**config.mk**
```make
export PLATFORM = sky130hd
export DESIGN_NAME = power_state_control
export DESIGN_NICKNAME = d
export VERILOG_FILES = /design/src/hdl/power_state_pkg.sv /design/src/hdl/power_state_control.sv /design/src/hdl/input_sync.sv
export SDC_FILE = /design/constraint.sdc
export NUM_CORES = 1
export LEC_CHECK = 0
export ABC_AREA = 1
export BUFFER_PORTS_ARGS = -buffer_cell sky130_fd_sc_hd__buf_2
export CORE_ASPECT_RATIO = 0.8
export CORE_MARGIN = 5
export CORE_UTILIZATION = 45
export DETAILED_ROUTE_END_ITERATION = 10
export PLACE_DENSITY = 0.8
export SLEW_MARGIN = 5
export SYNTH_ARGS = -nofsm -noshare
export SYNTH_HDL_FRONTEND = slang
export SYNTH_SLANG_ARGS = --single-unit
```
**constraint.sdc**
```tcl
create_clock -name CLK_SYS -period 1.56 [get_ports CLK_SYS]
set_clock_uncertainty 0.2 [all_clocks]
set_input_delay 0.234 -clock CLK_SYS [delete_from_list [all_inputs] [get_ports CLK_SYS]]
set_output_delay 0.234 -clock CLK_SYS [all_outputs]
set_load 0.05 [all_outputs]
```
**src/hdl/power_state_pkg.sv**
```systemverilog
// package: constants, states and widths for the power state control block
// assumes: one clock domain, synchronous active-high reset
// How it works
// - active sleep edge enters sleep from active
// - opposite sleep edge returns to active
// - sleep input edge based, no debounce
// - sleep puts unkept resources in low power
// - keep-on mask bit one keeps full load
// - slow clock runs in sleep if masked
// - sequenced outputs follow the sleep state
// - mode bit picks power keep or gpi
// - power keep high on, low off
// - power keep edges raise maskable interrupt
// - gpi edges raise maskable interrupt
// - gpi mode: reset out rise sets device on
// - boot select picks power-up sequence
// - boot select sampled without debounce
// - device on bit cleared after boot load
// - boot config enables long-press turnoff
// - digital core held in reset when off
// - slow clock source defaults to crystal
// - reset out low until active reached
package power_state_pkg;

  // ----------------------------------------------------------------
  // widths
  // ----------------------------------------------------------------
  localparam int LINEAR_COUNT   = 8;
  localparam int RESOURCE_COUNT = 8;
  localparam int SEQ_OUT_COUNT  = 4;
  localparam int SEQ_SEL_WIDTH  = 2;

  // ----------------------------------------------------------------
  // reset values and encodings
  // ----------------------------------------------------------------
  localparam logic [LINEAR_COUNT-1:0]   LINEAR_MASK_RST   = 8'h00;
  localparam logic [RESOURCE_COUNT-1:0] RESOURCE_MASK_RST = 8'h00;
  localparam int                        SLOW_CLOCK_BIT    = 7;
  localparam logic                      SOURCE_CRYSTAL    = 1'b0;
  localparam logic                      MODE_POWER_KEEP   = 1'b0;
  localparam logic                      MODE_GPI          = 1'b1;
  localparam logic [SEQ_SEL_WIDTH-1:0]  SEQ_PRIMARY       = 2'h0;
  localparam logic [SEQ_SEL_WIDTH-1:0]  SEQ_ALTERNATE     = 2'h1;

  // ----------------------------------------------------------------
  // state machine
  // ----------------------------------------------------------------
  typedef enum logic [2:0]
  {
    ST_OFF    = 3'h1,
    ST_ACTIVE = 3'h2,
    ST_SLEEP  = 3'h4
  } power_state_type;

endpackage : power_state_pkg

```
**src/hdl/power_state_control.sv**
```systemverilog
// top: power state machine driven by sleep, power keep and boot select
// assumes: pins asynchronous; config bits static from boot load
`timescale 1ns/1ns
`default_nettype none
module power_state_control
  import power_state_pkg::*;
(
  input  wire logic                                    CLK_SYS,
  input  wire logic                                    RST,
  input  wire logic                                    SLEEP_PIN,
  input  wire logic                                    POWER_KEEP_INPUT,
  input  wire logic                                    BOOT_SELECT_INPUT,
  input  wire logic                                    BOOT_LOAD,
  input  wire logic                                    AUTO_KEEP_MODE,
  input  wire logic                                    LONGPRESS_CFG,
  input  wire logic                                    SLEEP_POL_INV,
  input  wire logic                                    SLEEP_DISABLE,
  input  wire logic                                    POWER_ON_DISABLE,
  input  wire logic                                    KEEP_IRQ_MASK,
  input  wire logic                                    DEVICE_ON_SET,
  input  wire logic                                    DEVICE_ON_CLR,
  input  wire logic                                    BUTTON_LONGPRESS,
  input  wire logic [power_state_pkg::LINEAR_COUNT-1:0]   SLEEP_KEEP_LINEAR_MASK,
  input  wire logic [power_state_pkg::RESOURCE_COUNT-1:0] SLEEP_KEEP_RESOURCE_MASK,
  input  wire logic [power_state_pkg::SEQ_OUT_COUNT-1:0]  SEQ_OUT_ACTIVE,
  input  wire logic [power_state_pkg::SEQ_OUT_COUNT-1:0]  SEQ_OUT_SLEEP,
  output logic [2:0]                                   POWER_STATE,
  output logic [power_state_pkg::LINEAR_COUNT-1:0]        LINEAR_FULL_LOAD,
  output logic [power_state_pkg::RESOURCE_COUNT-1:0]      RESOURCE_FULL_LOAD,
  output logic                                         SLOW_CLOCK_RUN,
  output logic                                         SLOW_CLOCK_SOURCE,
  output logic                                         SEQUENCED_OUTPUT_A,
  output logic                                         SEQUENCED_OUTPUT_B,
  output logic                                         SEQUENCED_OUTPUT_C,
  output logic                                         SEQUENCED_OUTPUT_D,
  output logic                                         SYSTEM_RESET_OUT,
  output logic                                         CORE_RESET,
  output logic                                         DEVICE_ON_BIT,
  output logic                                         LONGPRESS_ENABLE,
  output logic [power_state_pkg::SEQ_SEL_WIDTH-1:0]       SEQUENCE_SELECT,
  output logic                                         KEEP_RISE_EVENT,
  output logic                                         KEEP_FALL_EVENT,
  output logic                                         KEEP_IRQ
);

  import power_state_pkg::*;

  power_state_type                state_ff;
  power_state_type                nxt_state;
  logic [LINEAR_COUNT-1:0]        linear_ff;
  logic [RESOURCE_COUNT-1:0]      resource_ff;
  logic [SEQ_OUT_COUNT-1:0]       seq_ff;
  logic                           sys_reset_ff;
  logic                           device_on_ff;
  logic                           longpress_ff;
  logic                           mode_ff;
  logic [SEQ_SEL_WIDTH-1:0]       seq_sel_ff;
  logic                           rise_ff;
  logic                           fall_ff;
  logic                           irq_ff;
  logic                           sleep_lvl;
  logic                           sleep_rise;
  logic                           sleep_fall;
  logic                           keep_lvl;
  logic                           keep_rise;
  logic                           keep_fall;
  logic                           boot_lvl;
  logic                           sleep_enter;
  logic                           sleep_exit;
  logic                           keep_on;
  logic                           reset_rise;

  // ----------------------------------------------------------------
  // input synchronisers
  // ----------------------------------------------------------------
  input_sync u_sleep_sync
  (
    .clk   (CLK_SYS),
    .rst   (RST),
    .pin   (SLEEP_PIN),
    .level (sleep_lvl),
    .rise  (sleep_rise),
    .fall  (sleep_fall)
  );

  input_sync u_keep_sync
  (
    .clk   (CLK_SYS),
    .rst   (RST),
    .pin   (POWER_KEEP_INPUT),
    .level (keep_lvl),
    .rise  (keep_rise),
    .fall  (keep_fall)
  );

  input_sync u_boot_sync
  (
    .clk   (CLK_SYS),
    .rst   (RST),
    .pin   (BOOT_SELECT_INPUT),
    .level (boot_lvl),
    .rise  (),
    .fall  ()
  );

  // ----------------------------------------------------------------
  // sleep edges, no debounce filter
  // ----------------------------------------------------------------
  assign sleep_enter = SLEEP_POL_INV ? sleep_rise : sleep_fall;
  assign sleep_exit  = SLEEP_POL_INV ? sleep_fall : sleep_rise;

  // power keep pin in power keep mode, or device on bit, holds the device on
  assign keep_on = ((mode_ff == MODE_POWER_KEEP) & keep_lvl)
                   | device_on_ff;

  // ----------------------------------------------------------------
  // state machine
  // ----------------------------------------------------------------
  always_comb
  begin
    nxt_state = state_ff;
    unique case (state_ff)
      ST_OFF:
        if (keep_on & ~POWER_ON_DISABLE)
          nxt_state = ST_ACTIVE;
      ST_ACTIVE:
        if (~keep_on)
          nxt_state = ST_OFF;
        else if (sleep_enter & ~SLEEP_DISABLE)
          nxt_state = ST_SLEEP;
      ST_SLEEP:
        if (~keep_on)
          nxt_state = ST_OFF;
        else if (sleep_exit)
          nxt_state = ST_ACTIVE;
      default:
        nxt_state = ST_OFF;
    endcase
  end

  always_ff @(posedge CLK_SYS)
  begin
    if (RST)
      state_ff <= ST_OFF;
    else
      state_ff <= nxt_state;
  end

  // ----------------------------------------------------------------
  // resources in sleep
  // ----------------------------------------------------------------
  always_ff @(posedge CLK_SYS)
  begin
    if (RST)
    begin
      linear_ff   <= LINEAR_MASK_RST;
      resource_ff <= RESOURCE_MASK_RST;
      seq_ff      <= '0;
    end
    else
    begin
      unique case (nxt_state)
        ST_ACTIVE:
        begin
          linear_ff   <= '1;
          resource_ff <= '1;
          seq_ff      <= SEQ_OUT_ACTIVE;
        end
        ST_SLEEP:
        begin
          linear_ff   <= SLEEP_KEEP_LINEAR_MASK;
          resource_ff <= SLEEP_KEEP_RESOURCE_MASK;
          seq_ff      <= SEQ_OUT_SLEEP;
        end
        default:
        begin
          linear_ff   <= '0;
          resource_ff <= '0;
          seq_ff      <= '0;
        end
      endcase
    end
  end

  // ----------------------------------------------------------------
  // processor reset and device on bit
  // ----------------------------------------------------------------
  always_ff @(posedge CLK_SYS)
  begin
    if (RST)
      sys_reset_ff <= 1'b0;
    else
      sys_reset_ff <= (state_ff != ST_OFF);
  end

  assign reset_rise = (state_ff != ST_OFF) & ~sys_reset_ff;

  // set beats clear so a rising reset is never lost
  always_ff @(posedge CLK_SYS)
  begin
    if (RST | BOOT_LOAD)
      device_on_ff <= 1'b0;
    else if (DEVICE_ON_SET | ((mode_ff == MODE_GPI) & reset_rise))
      device_on_ff <= 1'b1;
    else if (DEVICE_ON_CLR)
      device_on_ff <= 1'b0;
  end

  // ----------------------------------------------------------------
  // boot configuration capture
  // ----------------------------------------------------------------
  // captured after release so straps never feed the reset path
  always_ff @(posedge CLK_SYS)
  begin
    if (RST)
    begin
      mode_ff      <= MODE_POWER_KEEP;
      longpress_ff <= 1'b0;
      seq_sel_ff   <= SEQ_PRIMARY;
    end
    else if (BOOT_LOAD)
    begin
      mode_ff      <= AUTO_KEEP_MODE;
      longpress_ff <= LONGPRESS_CFG;
      seq_sel_ff   <= boot_lvl ? SEQ_ALTERNATE : SEQ_PRIMARY;
    end
  end

  // ----------------------------------------------------------------
  // power keep pin edge events
  // ----------------------------------------------------------------
  always_ff @(posedge CLK_SYS)
  begin
    if (RST)
    begin
      rise_ff <= 1'b0;
      fall_ff <= 1'b0;
      irq_ff  <= 1'b0;
    end
    else
    begin
      rise_ff <= keep_rise;
      fall_ff <= keep_fall;
      irq_ff  <= (keep_rise | keep_fall) & ~KEEP_IRQ_MASK;
    end
  end

  // ----------------------------------------------------------------
  // outputs
  // ----------------------------------------------------------------
  assign POWER_STATE        = state_ff;
  assign LINEAR_FULL_LOAD   = linear_ff;
  assign RESOURCE_FULL_LOAD = resource_ff;
  assign SLOW_CLOCK_RUN     = resource_ff[SLOW_CLOCK_BIT];
  assign SLOW_CLOCK_SOURCE  = SOURCE_CRYSTAL;
  assign SEQUENCED_OUTPUT_A = seq_ff[0];
  assign SEQUENCED_OUTPUT_B = seq_ff[1];
  assign SEQUENCED_OUTPUT_C = seq_ff[2];
  assign SEQUENCED_OUTPUT_D = seq_ff[3];
  assign SYSTEM_RESET_OUT   = sys_reset_ff;
  assign CORE_RESET         = (state_ff == ST_OFF);
  assign DEVICE_ON_BIT      = device_on_ff;
  assign LONGPRESS_ENABLE   = longpress_ff & BUTTON_LONGPRESS;
  assign SEQUENCE_SELECT    = seq_sel_ff;
  assign KEEP_RISE_EVENT    = rise_ff;
  assign KEEP_FALL_EVENT    = fall_ff;
  assign KEEP_IRQ           = irq_ff;

endmodule : power_state_control
`default_nettype wire

```
**src/hdl/input_sync.sv**
```systemverilog
// two-stage synchroniser with edge detection for one pin
// assumes: pin is asynchronous to CLK_SYS
`timescale 1ns/1ns
`default_nettype none
module input_sync
(
  input  wire logic clk,
  input  wire logic rst,
  input  wire logic pin,
  output logic      level,
  output logic      rise,
  output logic      fall
);

  logic meta_ff;
  logic sync_ff;
  logic last_ff;

  // ----------------------------------------------------------------
  // crossing: meta_ff feeds sync_ff only
  // ----------------------------------------------------------------
  always_ff @(posedge clk)
  begin
    if (rst)
    begin
      meta_ff <= 1'b0;
      sync_ff <= 1'b0;
      last_ff <= 1'b0;
    end
    else
    begin
      meta_ff <= pin;
      sync_ff <= meta_ff;
      last_ff <= sync_ff;
    end
  end

  assign level = sync_ff;
  assign rise  = sync_ff & ~last_ff;
  assign fall  = ~sync_ff & last_ff;

endmodule : input_sync
`default_nettype wire

```
==> results_dict.tcl, run 1 <==
set metrics [dict create \
    status "finished clean" \
    min_period_ns 1.498 \
    fin_tns_setup_ns 0 \
    r2r_start "POWER_STATE[1]$_SDFF_PP0_" \
    wirelength_um 3550 \
    ant_nets 0 \
    place.port_buffers 70 \
    root_buffer "clkbuf_8" \
    cts.sinks 39 \
    timing.fmax_mhz 667.5 \
    final_nets 327 \
    fin_ws_ns 0.06197 \
    critPathKind "reg -> out" \
    drv_slew 0 \
    drive_gt1_frac 0.3589 \
    cts_tree "yes" \
    drc 0 \
    cp_cell_sequence "nor3_4 > buf_6" \
    synth.yosys.seq_area_share 0.5106 \
    routedWlPerCell_um 10.79 \
    drtPass1Iterations 4 \
    crit_fanout 5 \
    die_width_um 75.17 \
    maxCapViolCount 0 \
    antenna_found_initial 0 \
    critPathLaunch "POWER_STATE[1]$_SDFF_PP0_" \
    post-place-ws_ns 0.04510 \
    netlist_area_um2 1529 \
    core_um2 3352 \
    placed_area_um2 1944 \
    ys_types 25 \
    post-route-util 0.6465 \
    final_area_um2 2167 \
    grt_max_degree 22 \
    hold_class "in -> reg" \
    period_share 0.9603 \
    die_h_um 62.14 \
    worst-endpoint-arrival_ns 1.06 \
    cpMaxStageDelayCell "dfxtp_2" \
    grt_overflow 0 \
    pin_count 73 \
    power.total_mw 2.027 \
    cts_buffer_depth 2 \
    grt_pass1_wl_um 5540 \
    ys_seq_elements 39 \
    end_kind "primary output" \
    worstPathBufferInverterCount 1 \
    drtIter0Drc 88 \
    row_count 19 \
    syn2layout_area_growth_pct 41.74 \
    hpwl_um 2624 \
    hold_viol_final 0 \
    avgSynthCellArea_um2 7.722 \
    yosys_warnings 0 \
    viasPerCell 4.325 \
    holdCritStartpoint "SEQ_OUT_ACTIVE[0]" \
    setup_violations 0 \
    grt_pass1_vias 1331 \
    max_stage_delay_ns 0.37 \
    initial_core_util 0.4561 \
    cts_buffers 5 \
    gp_congestion 0.7589 \
    rsz0062_at_grt "true" \
    synthArstFlopShare 0 \
    leakage_nw 1.294 \
    dp_cells 308 \
    synthesis.instances 198 \
    track_usage 0.1531 \
    fillerInstances 277 \
    irDropWorstVdd_v 0.0005683 \
    synth-edff-count 0 \
    clk_latency_ns 0.28 \
    worstPathRequired_ns 1.13 \
    ys.flop_type "dfxtp_1" \
    vias 1423 \
    powerDensity_nw_per_um2 935.2 \
    htree_levels 2 \
    critPathTopFamily "flip-flops" \
    layout.cells.non_filler 329 \
    startpoint_type "flop" \
    antennaDiodeCount 0 \
    fin_hold_ws_ns 0.002080 \
    die_area_um2 4671 \
    path_clk_slew_ns 0.07 \
]
==> report_power, final <==
part / switching [mW] / total, mW / internal, mW
sequential: 0.0166 / 1.05 / 1.03
clock: 0.338 / 0.644 / 0.306
combinational: 0.218 / 0.336 / 0.118
==> final timing paths <==
| path | end | slack [ns] | depth (start not counted) |
|---|---|---|---|
| setup / recovery | CORE_RESET | 0.06 | 2 |
| hold / removal | seq_ff[0]$_SDFF_PP0_ | 0.002 | 3 |
| setup reg to reg | RESOURCE_FULL_LOAD[0]$_SDFF_PP0_ | 0.10 | 8 |
| hold reg to reg | u_sleep_sync.level$_SDFF_PP0_ | 0.20 | 2 |
==> registers in the layout (all words and copies together), names as in the netlist, 3 cells and up <==
register,flops
POWER_STATE,3
RESOURCE_FULL_LOAD,8
seq_ff,4
LINEAR_FULL_LOAD,8
==> synthesized netlist by cell type, types with 2 or more instances <==
| library cell | n | area, um^2 |
|---|---|---|
| inv_1 | 53 | 198.9 |
| dfxtp_1 | 39 | 780.8 |
| nand2_1 | 26 | 97.59 |
| a21oi_1 | 21 | 105.1 |
| nor2_1 | 18 | 67.56 |
| nand3_1 | 10 | 50.05 |
| buf_4 | 4 | 30.03 |
| clkbuf_1 | 3 | 11.26 |
| o21ai_0 | 3 | 15.01 |
| ha_1 | 2 | 25.02 |
| inv_2 | 2 | 7.510 |
| nand3_2 | 2 | 20.02 |
| nand4_1 | 2 | 12.51 |
| nor3_1 | 2 | 10.01 |
==> what timing repair did <==
item | in CTS | in global routing
setup buffers | 0 | 3
endpoints found under the hold margin | 10 | 0
hold buffers | 10 | 0
endpoints found under the setup margin | 1 | 19
resized for setup | 1 | 4
pin swaps | 0 | 2
==> cell type report <==
class | instances | area (um^2) | area share
Tap cell | 42 | 52.55 | 0.02425
Sequential cell | 39 | 789.5 | 0.3643
Clock buffer | 5 | 68.82 | 0.03176
Clock inverter | 3 | 15.01 | 0.006928
Inverter | 55 | 209.0 | 0.09642
Multi-Input combinational cell | 95 | 500.5 | 0.2309
Timing Repair Buffer | 90 | 531.8 | 0.2454
==> per-layer routing <==
metal  global-route usage  up-vias  wire length (um)
met3              0.05323        4               389
met1               0.1703      606              1364
met2               0.2685       55              1750
met5                    0        -                 0
met4              0.04585        0                46
li1                     -      758                 -
==> cell families (layout without fill, tap and decap cells) <==
group,Yosys count,count (layout),synth area share
AO/OA/AOI/OAI,26,26,0.09574
other,1,2,0.002453
AND/OR/NAND/NOR,65,65,0.1997
buffers and inverters,65,153,0.1751
adder cells (fa/ha/maj),2,2,0.01636
flip-flops,39,39,0.5106
==> layout by cell type (no fill, tap or decap), types with 5 or more instances in the layout <==
cell type and instances:
nor2_1 17, buf_2 69, inv_1 52, a21oi_1 21, clkbuf_8 5, nand2_1 25
buf_4 10, dfxtp_1 36, nand3_1 10, dlygate4sd3_1 10
==> tightest hold or removal path, delay by kind of cell <==
kind                   cells  cell delay, ns
AO/OA/AOI/OAI              1            0.05
AND/OR/NAND/NOR            1            0.06
buffers and inverters      1            0.10
Power figures use the tool's default switching activity.
==> run 2, diff against run 1 <==
--- a/config.mk
+++ b/config.mk
@@ -15,4 +15,5 @@
 export SLEW_MARGIN = 5
 export SYNTH_ARGS = -nofsm -noshare
 export SYNTH_HDL_FRONTEND = slang
+export SYNTH_HIERARCHICAL = 1
 export SYNTH_SLANG_ARGS = --single-unit
==> results_dict.tcl, run 2 <==
set metrics [dict create \
    die_width_um 74.85 \
    cts_buffer_depth 2 \
    final_cell_mix "69 x buf_2, 35 x dfxtp_1, 27 x nor2_1" \
    status "finished, violations left" \
    layout.cells.non_filler 308 \
    fin_hold_ws_ns -0.006999 \
    startpoint_type "flop" \
    critPathLaunch "u_sleep_sync/last_ff$_SDFF_PP0_" \
    netlist_area_um2 1514 \
    min_period_ns 1.546 \
    timing.fmax_mhz 646.9 \
    end_kind "flop" \
    leakage_nw 1.107 \
    setup_violations 0 \
    clk_latency_ns 0.28 \
    critPathKind "reg -> reg" \
    die_area_um2 4632 \
    place.port_buffers 70 \
    irDropWorstVdd_v 0.0005821 \
    cts_tree "yes" \
    crit_path_end "RESOURCE_FULL_LOAD[3]$_SDFF_PP0_" \
    drv_slew 0 \
    row_count 18 \
    r2r_slack_ns 0.01 \
    drtPass1Iterations 4 \
    mostFrequentLayoutCell "buf_2" \
    track_usage 0.1595 \
    r2r_start "u_sleep_sync/last_ff$_SDFF_PP0_" \
    path_clk_slew_ns 0.07 \
    vias 1371 \
    power.total_mw 2.270 \
    drtIter0Drc 42 \
    cts_buffers 5 \
    rsz0062_at_grt "true" \
    synthesis.instances 169 \
    hold_class "in -> reg" \
    die_h_um 61.88 \
    core_um2 3153 \
    worst-endpoint-arrival_ns 1.52 \
    routedWlPerCell_um 12.06 \
    avgSynthCellArea_um2 8.958 \
    pin_count 73 \
    root_buffer "clkbuf_8" \
    dp_cells 275 \
    cp_cell_sequence "inv_1 > nor2_2 > nand2_1 > nand2_2 > nand3_4 > nand2_4 > inv_6 > o21ai_0 > nor2_1" \
    viasPerCell 4.451 \
    antennaDiodeCount 0 \
    hold_viol_final 1 \
    ant_nets 0 \
    grt_pass1_vias 1252 \
    antenna_found_initial 0 \
    gp_congestion 0.8277 \
    reg2reg_depth 9 \
    cpMaxStageDelayCell "dfxtp_1" \
    htree_levels 2 \
    drc 0 \
    crit_fanout 17 \
    worstPathRequired_ns 1.54 \
    drive_gt1_frac 0.4776 \
    grt_max_degree 18 \
    post-route-util 0.7202 \
    max_stage_delay_ns 0.37 \
    hpwl_um 2403 \
    final_nets 306 \
    yosys_warnings 6 \
    final_area_um2 2271 \
    wirelength_um 3713 \
    grt_overflow 0 \
    period_share 0.9909 \
    grt_pass1_wl_um 5361 \
    initial_core_util 0.4802 \
    placed_area_um2 1888 \
    syn2layout_area_growth_pct 50.00 \
    fin_tns_setup_ns 0 \
    powerDensity_nw_per_um2 999.5 \
    r2r_end "RESOURCE_FULL_LOAD[3]$_SDFF_PP0_" \
    maxCapViolCount 0 \
    violations "hold timing" \
    cts.sinks 39 \
]
-- run 2: where the power goes --
group	leakage [nW]	internal [mW]	switching (mW)
Clock	0.0612	0.517	0.331
Sequential	0.319	1.03	0.0147
Combinational	0.726	0.142	0.232
Total	1.11	1.69	0.578
-- run 2: critical path, delay by kind of cell, from the launching register on --
kind	cells	cell delay, ns
buffers and inverters	2	0.18
AO/OA/AOI/OAI	1	0.15
AND/OR/NAND/NOR	6	0.53
flip-flops	1	0.37
-- run 2: worst min-delay path by stage --
| stage | startpoint | to | cells after the start |
|---|---|---|---|
| after floorplan | BOOT_LOAD | DEVICE_ON_BIT$_SDFFE_PP0P_ | 1 |
| after global placement | u_boot_sync/meta_ff$_SDFF_PP0_ | u_boot_sync/level$_SDFF_PP0_ | 2 |
| after detailed placement | u_keep_sync/meta_ff$_SDFF_PP0_ | u_keep_sync/level$_SDFF_PP0_ | 2 |
| after CTS | SLEEP_KEEP_RESOURCE_MASK[5] | RESOURCE_FULL_LOAD[5]$_SDFF_PP0_ | 3 |
| after global routing | SLEEP_KEEP_RESOURCE_MASK[5] | RESOURCE_FULL_LOAD[5]$_SDFF_PP0_ | 3 |
| final | SLEEP_KEEP_RESOURCE_MASK[5] | RESOURCE_FULL_LOAD[5]$_SDFF_PP0_ | 3 |
-- run 2: layout make-up --
cell class,instances,area [um^2]
fill,238,882.1
sequential,39,785.8
timing repair buffer,98,639.4
multi-input combinational,97,570.5
inverter,26,107.6
clock buffer,6,82.58
tap,40,50.05
clock inverter,2,35.03
-- run 2: layer usage --
layer  vias to the layer above  global-route usage  part of all wire
met5                         -                   0                 0
met1                       601              0.1801              0.41
met3                         8             0.04502             0.073
met2                        49              0.2730              0.50
li1                        713                   -                 -
met4                         0             0.09137             0.015
-- run 2: what timing repair did --
action                     in CTS  in global routing
setup buffers                   0                  1
hold buffers                   23                  1
hold endpoints to repair       23                  1
setup endpoints to repair       1                 12
pin swaps                       0                  1
resized for setup               1                  8
-- run 2: per-stage QoR --
stage          hold WS (ns)  worst slack (ns)
2_1_floorplan        0.1050          0.004266
3_3_place_gp         0.1894            0.1448
3_5_place_dp         0.1937           0.07791
4_1_cts           0.0006899          0.005187
5_1_grt            0.001608          -0.06779
6_report          -0.006999           0.01423
==> run 3, diff against run 2 <==
--- a/config.mk
+++ b/config.mk
@@ -12,6 +12,7 @@
 export CORE_UTILIZATION = 45
 export DETAILED_ROUTE_END_ITERATION = 10
 export PLACE_DENSITY = 0.8
+export SETUP_SLACK_MARGIN = 0.4
 export SLEW_MARGIN = 5
 export SYNTH_ARGS = -nofsm -noshare
 export SYNTH_HDL_FRONTEND = slang
==> results_dict.tcl, run 3 (synthesis gave the netlist of run 2 again) <==
set metrics [dict create \
    r2r_end "RESOURCE_FULL_LOAD[4]$_SDFF_PP0_" \
    routedWlPerCell_um 15.46 \
    fin_hold_ws_ns 0.01650 \
    viasPerCell 4.712 \
    final_cell_mix "38 x buf_2, 27 x dfxtp_2, 27 x buf_8" \
    core_um2 3153 \
    min_period_ns 1.543 \
    placed_area_um2 1889 \
    drc 0 \
    power_frac_comb 0.213 \
    drv_slew 0 \
    die_width_um 74.85 \
    vias 1489 \
    grt_pass1_vias 1487 \
    power.total_mw 2.171 \
    ant_nets 0 \
    htree_levels 2 \
    critPathTopFamily "simple AND/OR/NAND/NOR gates" \
    power.share.switching 0.2856 \
    netSwitchingPower_uw 620.0 \
    cts_tree "yes" \
    grt_max_degree 18 \
    final_area_um2 2709 \
    met1Wirelength_um 1849 \
    drive_gt1_frac 0.6232 \
    drtPass1Iterations 4 \
    critPathKind "reg -> reg" \
    antenna_found_initial 0 \
    place.port_buffers 70 \
    p_clk_frac 0.299 \
    leakage_nw 1.198 \
    mostFrequentLayoutCell "buf_2" \
    clk_latency_ns 0.28 \
    reg2reg_depth 6 \
    worstPathBufferInverterCount 1 \
    p_seq_frac 0.488 \
    route.met2.wl_um 2544 \
    ff_latch_area_um2 833.3 \
    r2r_slack_ns 0.02 \
    grt_overflow 0 \
    multi_input_area_um2 643.1 \
    maxCapViolCount 0 \
    path_clk_slew_ns 0.07 \
    fillerInstances 165 \
    crit_path_end "RESOURCE_FULL_LOAD[4]$_SDFF_PP0_" \
    max_stage_delay_ns 0.38 \
    grt_pass1_wl_um 7107 \
    startpoint_type "flop" \
    root_buffer "clkbuf_8" \
    crit_fanout 17 \
    hold_viol_final 0 \
    wirelength_um 4884 \
    die_h_um 61.88 \
    r2r_start "POWER_STATE[0]$_SDFF_PP1_" \
    end_kind "flop" \
    status "finished clean" \
    cp_cell_sequence "nor2_4 > nand4_1 > nand2_8 > inv_8 > o21ai_1 > nor2_1" \
    gp_congestion 0.8016 \
    post-place-ws_ns 0.08022 \
    initial_core_util 0.4802 \
    row_count 18 \
    period_share 0.9893 \
    power.internal_mw 1.551 \
    rsz0062_at_grt "true" \
    worst-endpoint-arrival_ns 1.51 \
    die_area_um2 4632 \
    wl_met3_um 392 \
    setup_violations 0 \
    syn2layout_area_growth_pct 78.93 \
    cts_buffers 5 \
    irDropWorstVdd_v 0.0006661 \
    highest_layer "met4" \
    pin_count 73 \
    fin_ws_ns 0.01674 \
    critPathLaunch "POWER_STATE[0]$_SDFF_PP1_" \
    path_depth 6 \
    worstPathRequired_ns 1.53 \
    cts_buffer_depth 2 \
    hpwl_um 2498 \
    powerDensity_nw_per_um2 801.4 \
    antennaDiodeCount 0 \
    timing.fmax_mhz 648.0 \
    final_nets 314 \
    cpMaxStageDelayCell "dfxtp_4" \
    track_usage 0.2071 \
    cts.sinks 39 \
    hold_class "in -> reg" \
    drtIter0Drc 80 \
]
[run 3: cell count changes in the layout (fill, tap and decap cells not counted), moves of 9 or more]
cell,before,now
buf_2,69,38
buf_4,3,12
buf_8,0,27
dfxtp_1,35,7
dfxtp_2,4,27
[run 3: tightest hold or removal path, stage by stage]
cell	delay, ns
buf_2	0.08
nor2_1	0.03
nor2_1	0.11
[run 3: worst min-delay path by stage]
stage | slack, ns | start | depth (start not counted) | to
floorplan | 0.10 | BOOT_LOAD | 1 | DEVICE_ON_BIT$_SDFFE_PP0P_
global placement | 0.19 | u_keep_sync/meta_ff$_SDFF_PP0_ | 2 | u_keep_sync/level$_SDFF_PP0_
detailed placement | 0.19 | u_keep_sync/meta_ff$_SDFF_PP0_ | 2 | u_keep_sync/level$_SDFF_PP0_
CTS | 0.01 | LONGPRESS_CFG | 3 | longpress_ff$_SDFFE_PP0P_
global route | 0.02 | SEQ_OUT_SLEEP[3] | 3 | seq_ff[3]$_SDFF_PP0_
finish | 0.02 | LONGPRESS_CFG | 3 | longpress_ff$_SDFFE_PP0P_
[run 3: final cells by class]
| class | count | share of cell area |
|---|---|---|
| Clock buffer | 7 | 0.02818 |
| Clock inverter | 1 | 0.001848 |
| Inverter | 26 | 0.04573 |
| Multi-Input combinational cell | 97 | 0.2374 |
| Sequential cell | 39 | 0.3076 |
| Tap cell | 40 | 0.01848 |
| Timing Repair Buffer | 106 | 0.3607 |
[run 3: power groups by stage]
stage | combinational, mW | sequential [mW] | clock [mW]
after detailed placement | 0.316 | 1.06 | 0
after floorplan | 0.133 | 1.15 | 0
after CTS | 0.422 | 1.06 | 0.652
after global placement | 0.314 | 1.06 | 0
after global routing | 0.492 | 1.06 | 0.692
final | 0.463 | 1.06 | 0.648
[run 3: stage by stage]
step                cells  utilization  setup TNS, ns
global placement      275       0.5992              0
detailed placement    275       0.5992              0
floorplan             170            -              0
finish                316       0.8591              0
CTS                   311       0.8143              0
global route          316       0.8591        -0.2638
[run 3: routing by layer]
layer / vias to the layer above / GRT usage
li1: 730 / -
met1: 684 / 0.2365
met2: 66 / 0.3734
met3: 9 / 0.05627
met4: 0 / 0.07614
met5: - / 0
[run 3: what timing repair did]
action                     4_1_cts  5_1_grt
hold buffers                    25        0
buffers inserted                 3        5
pin swaps                        6        5
cloned                           0        0
resized for setup              124       27
setup endpoints to repair       56       57
hold endpoints to repair        25        0
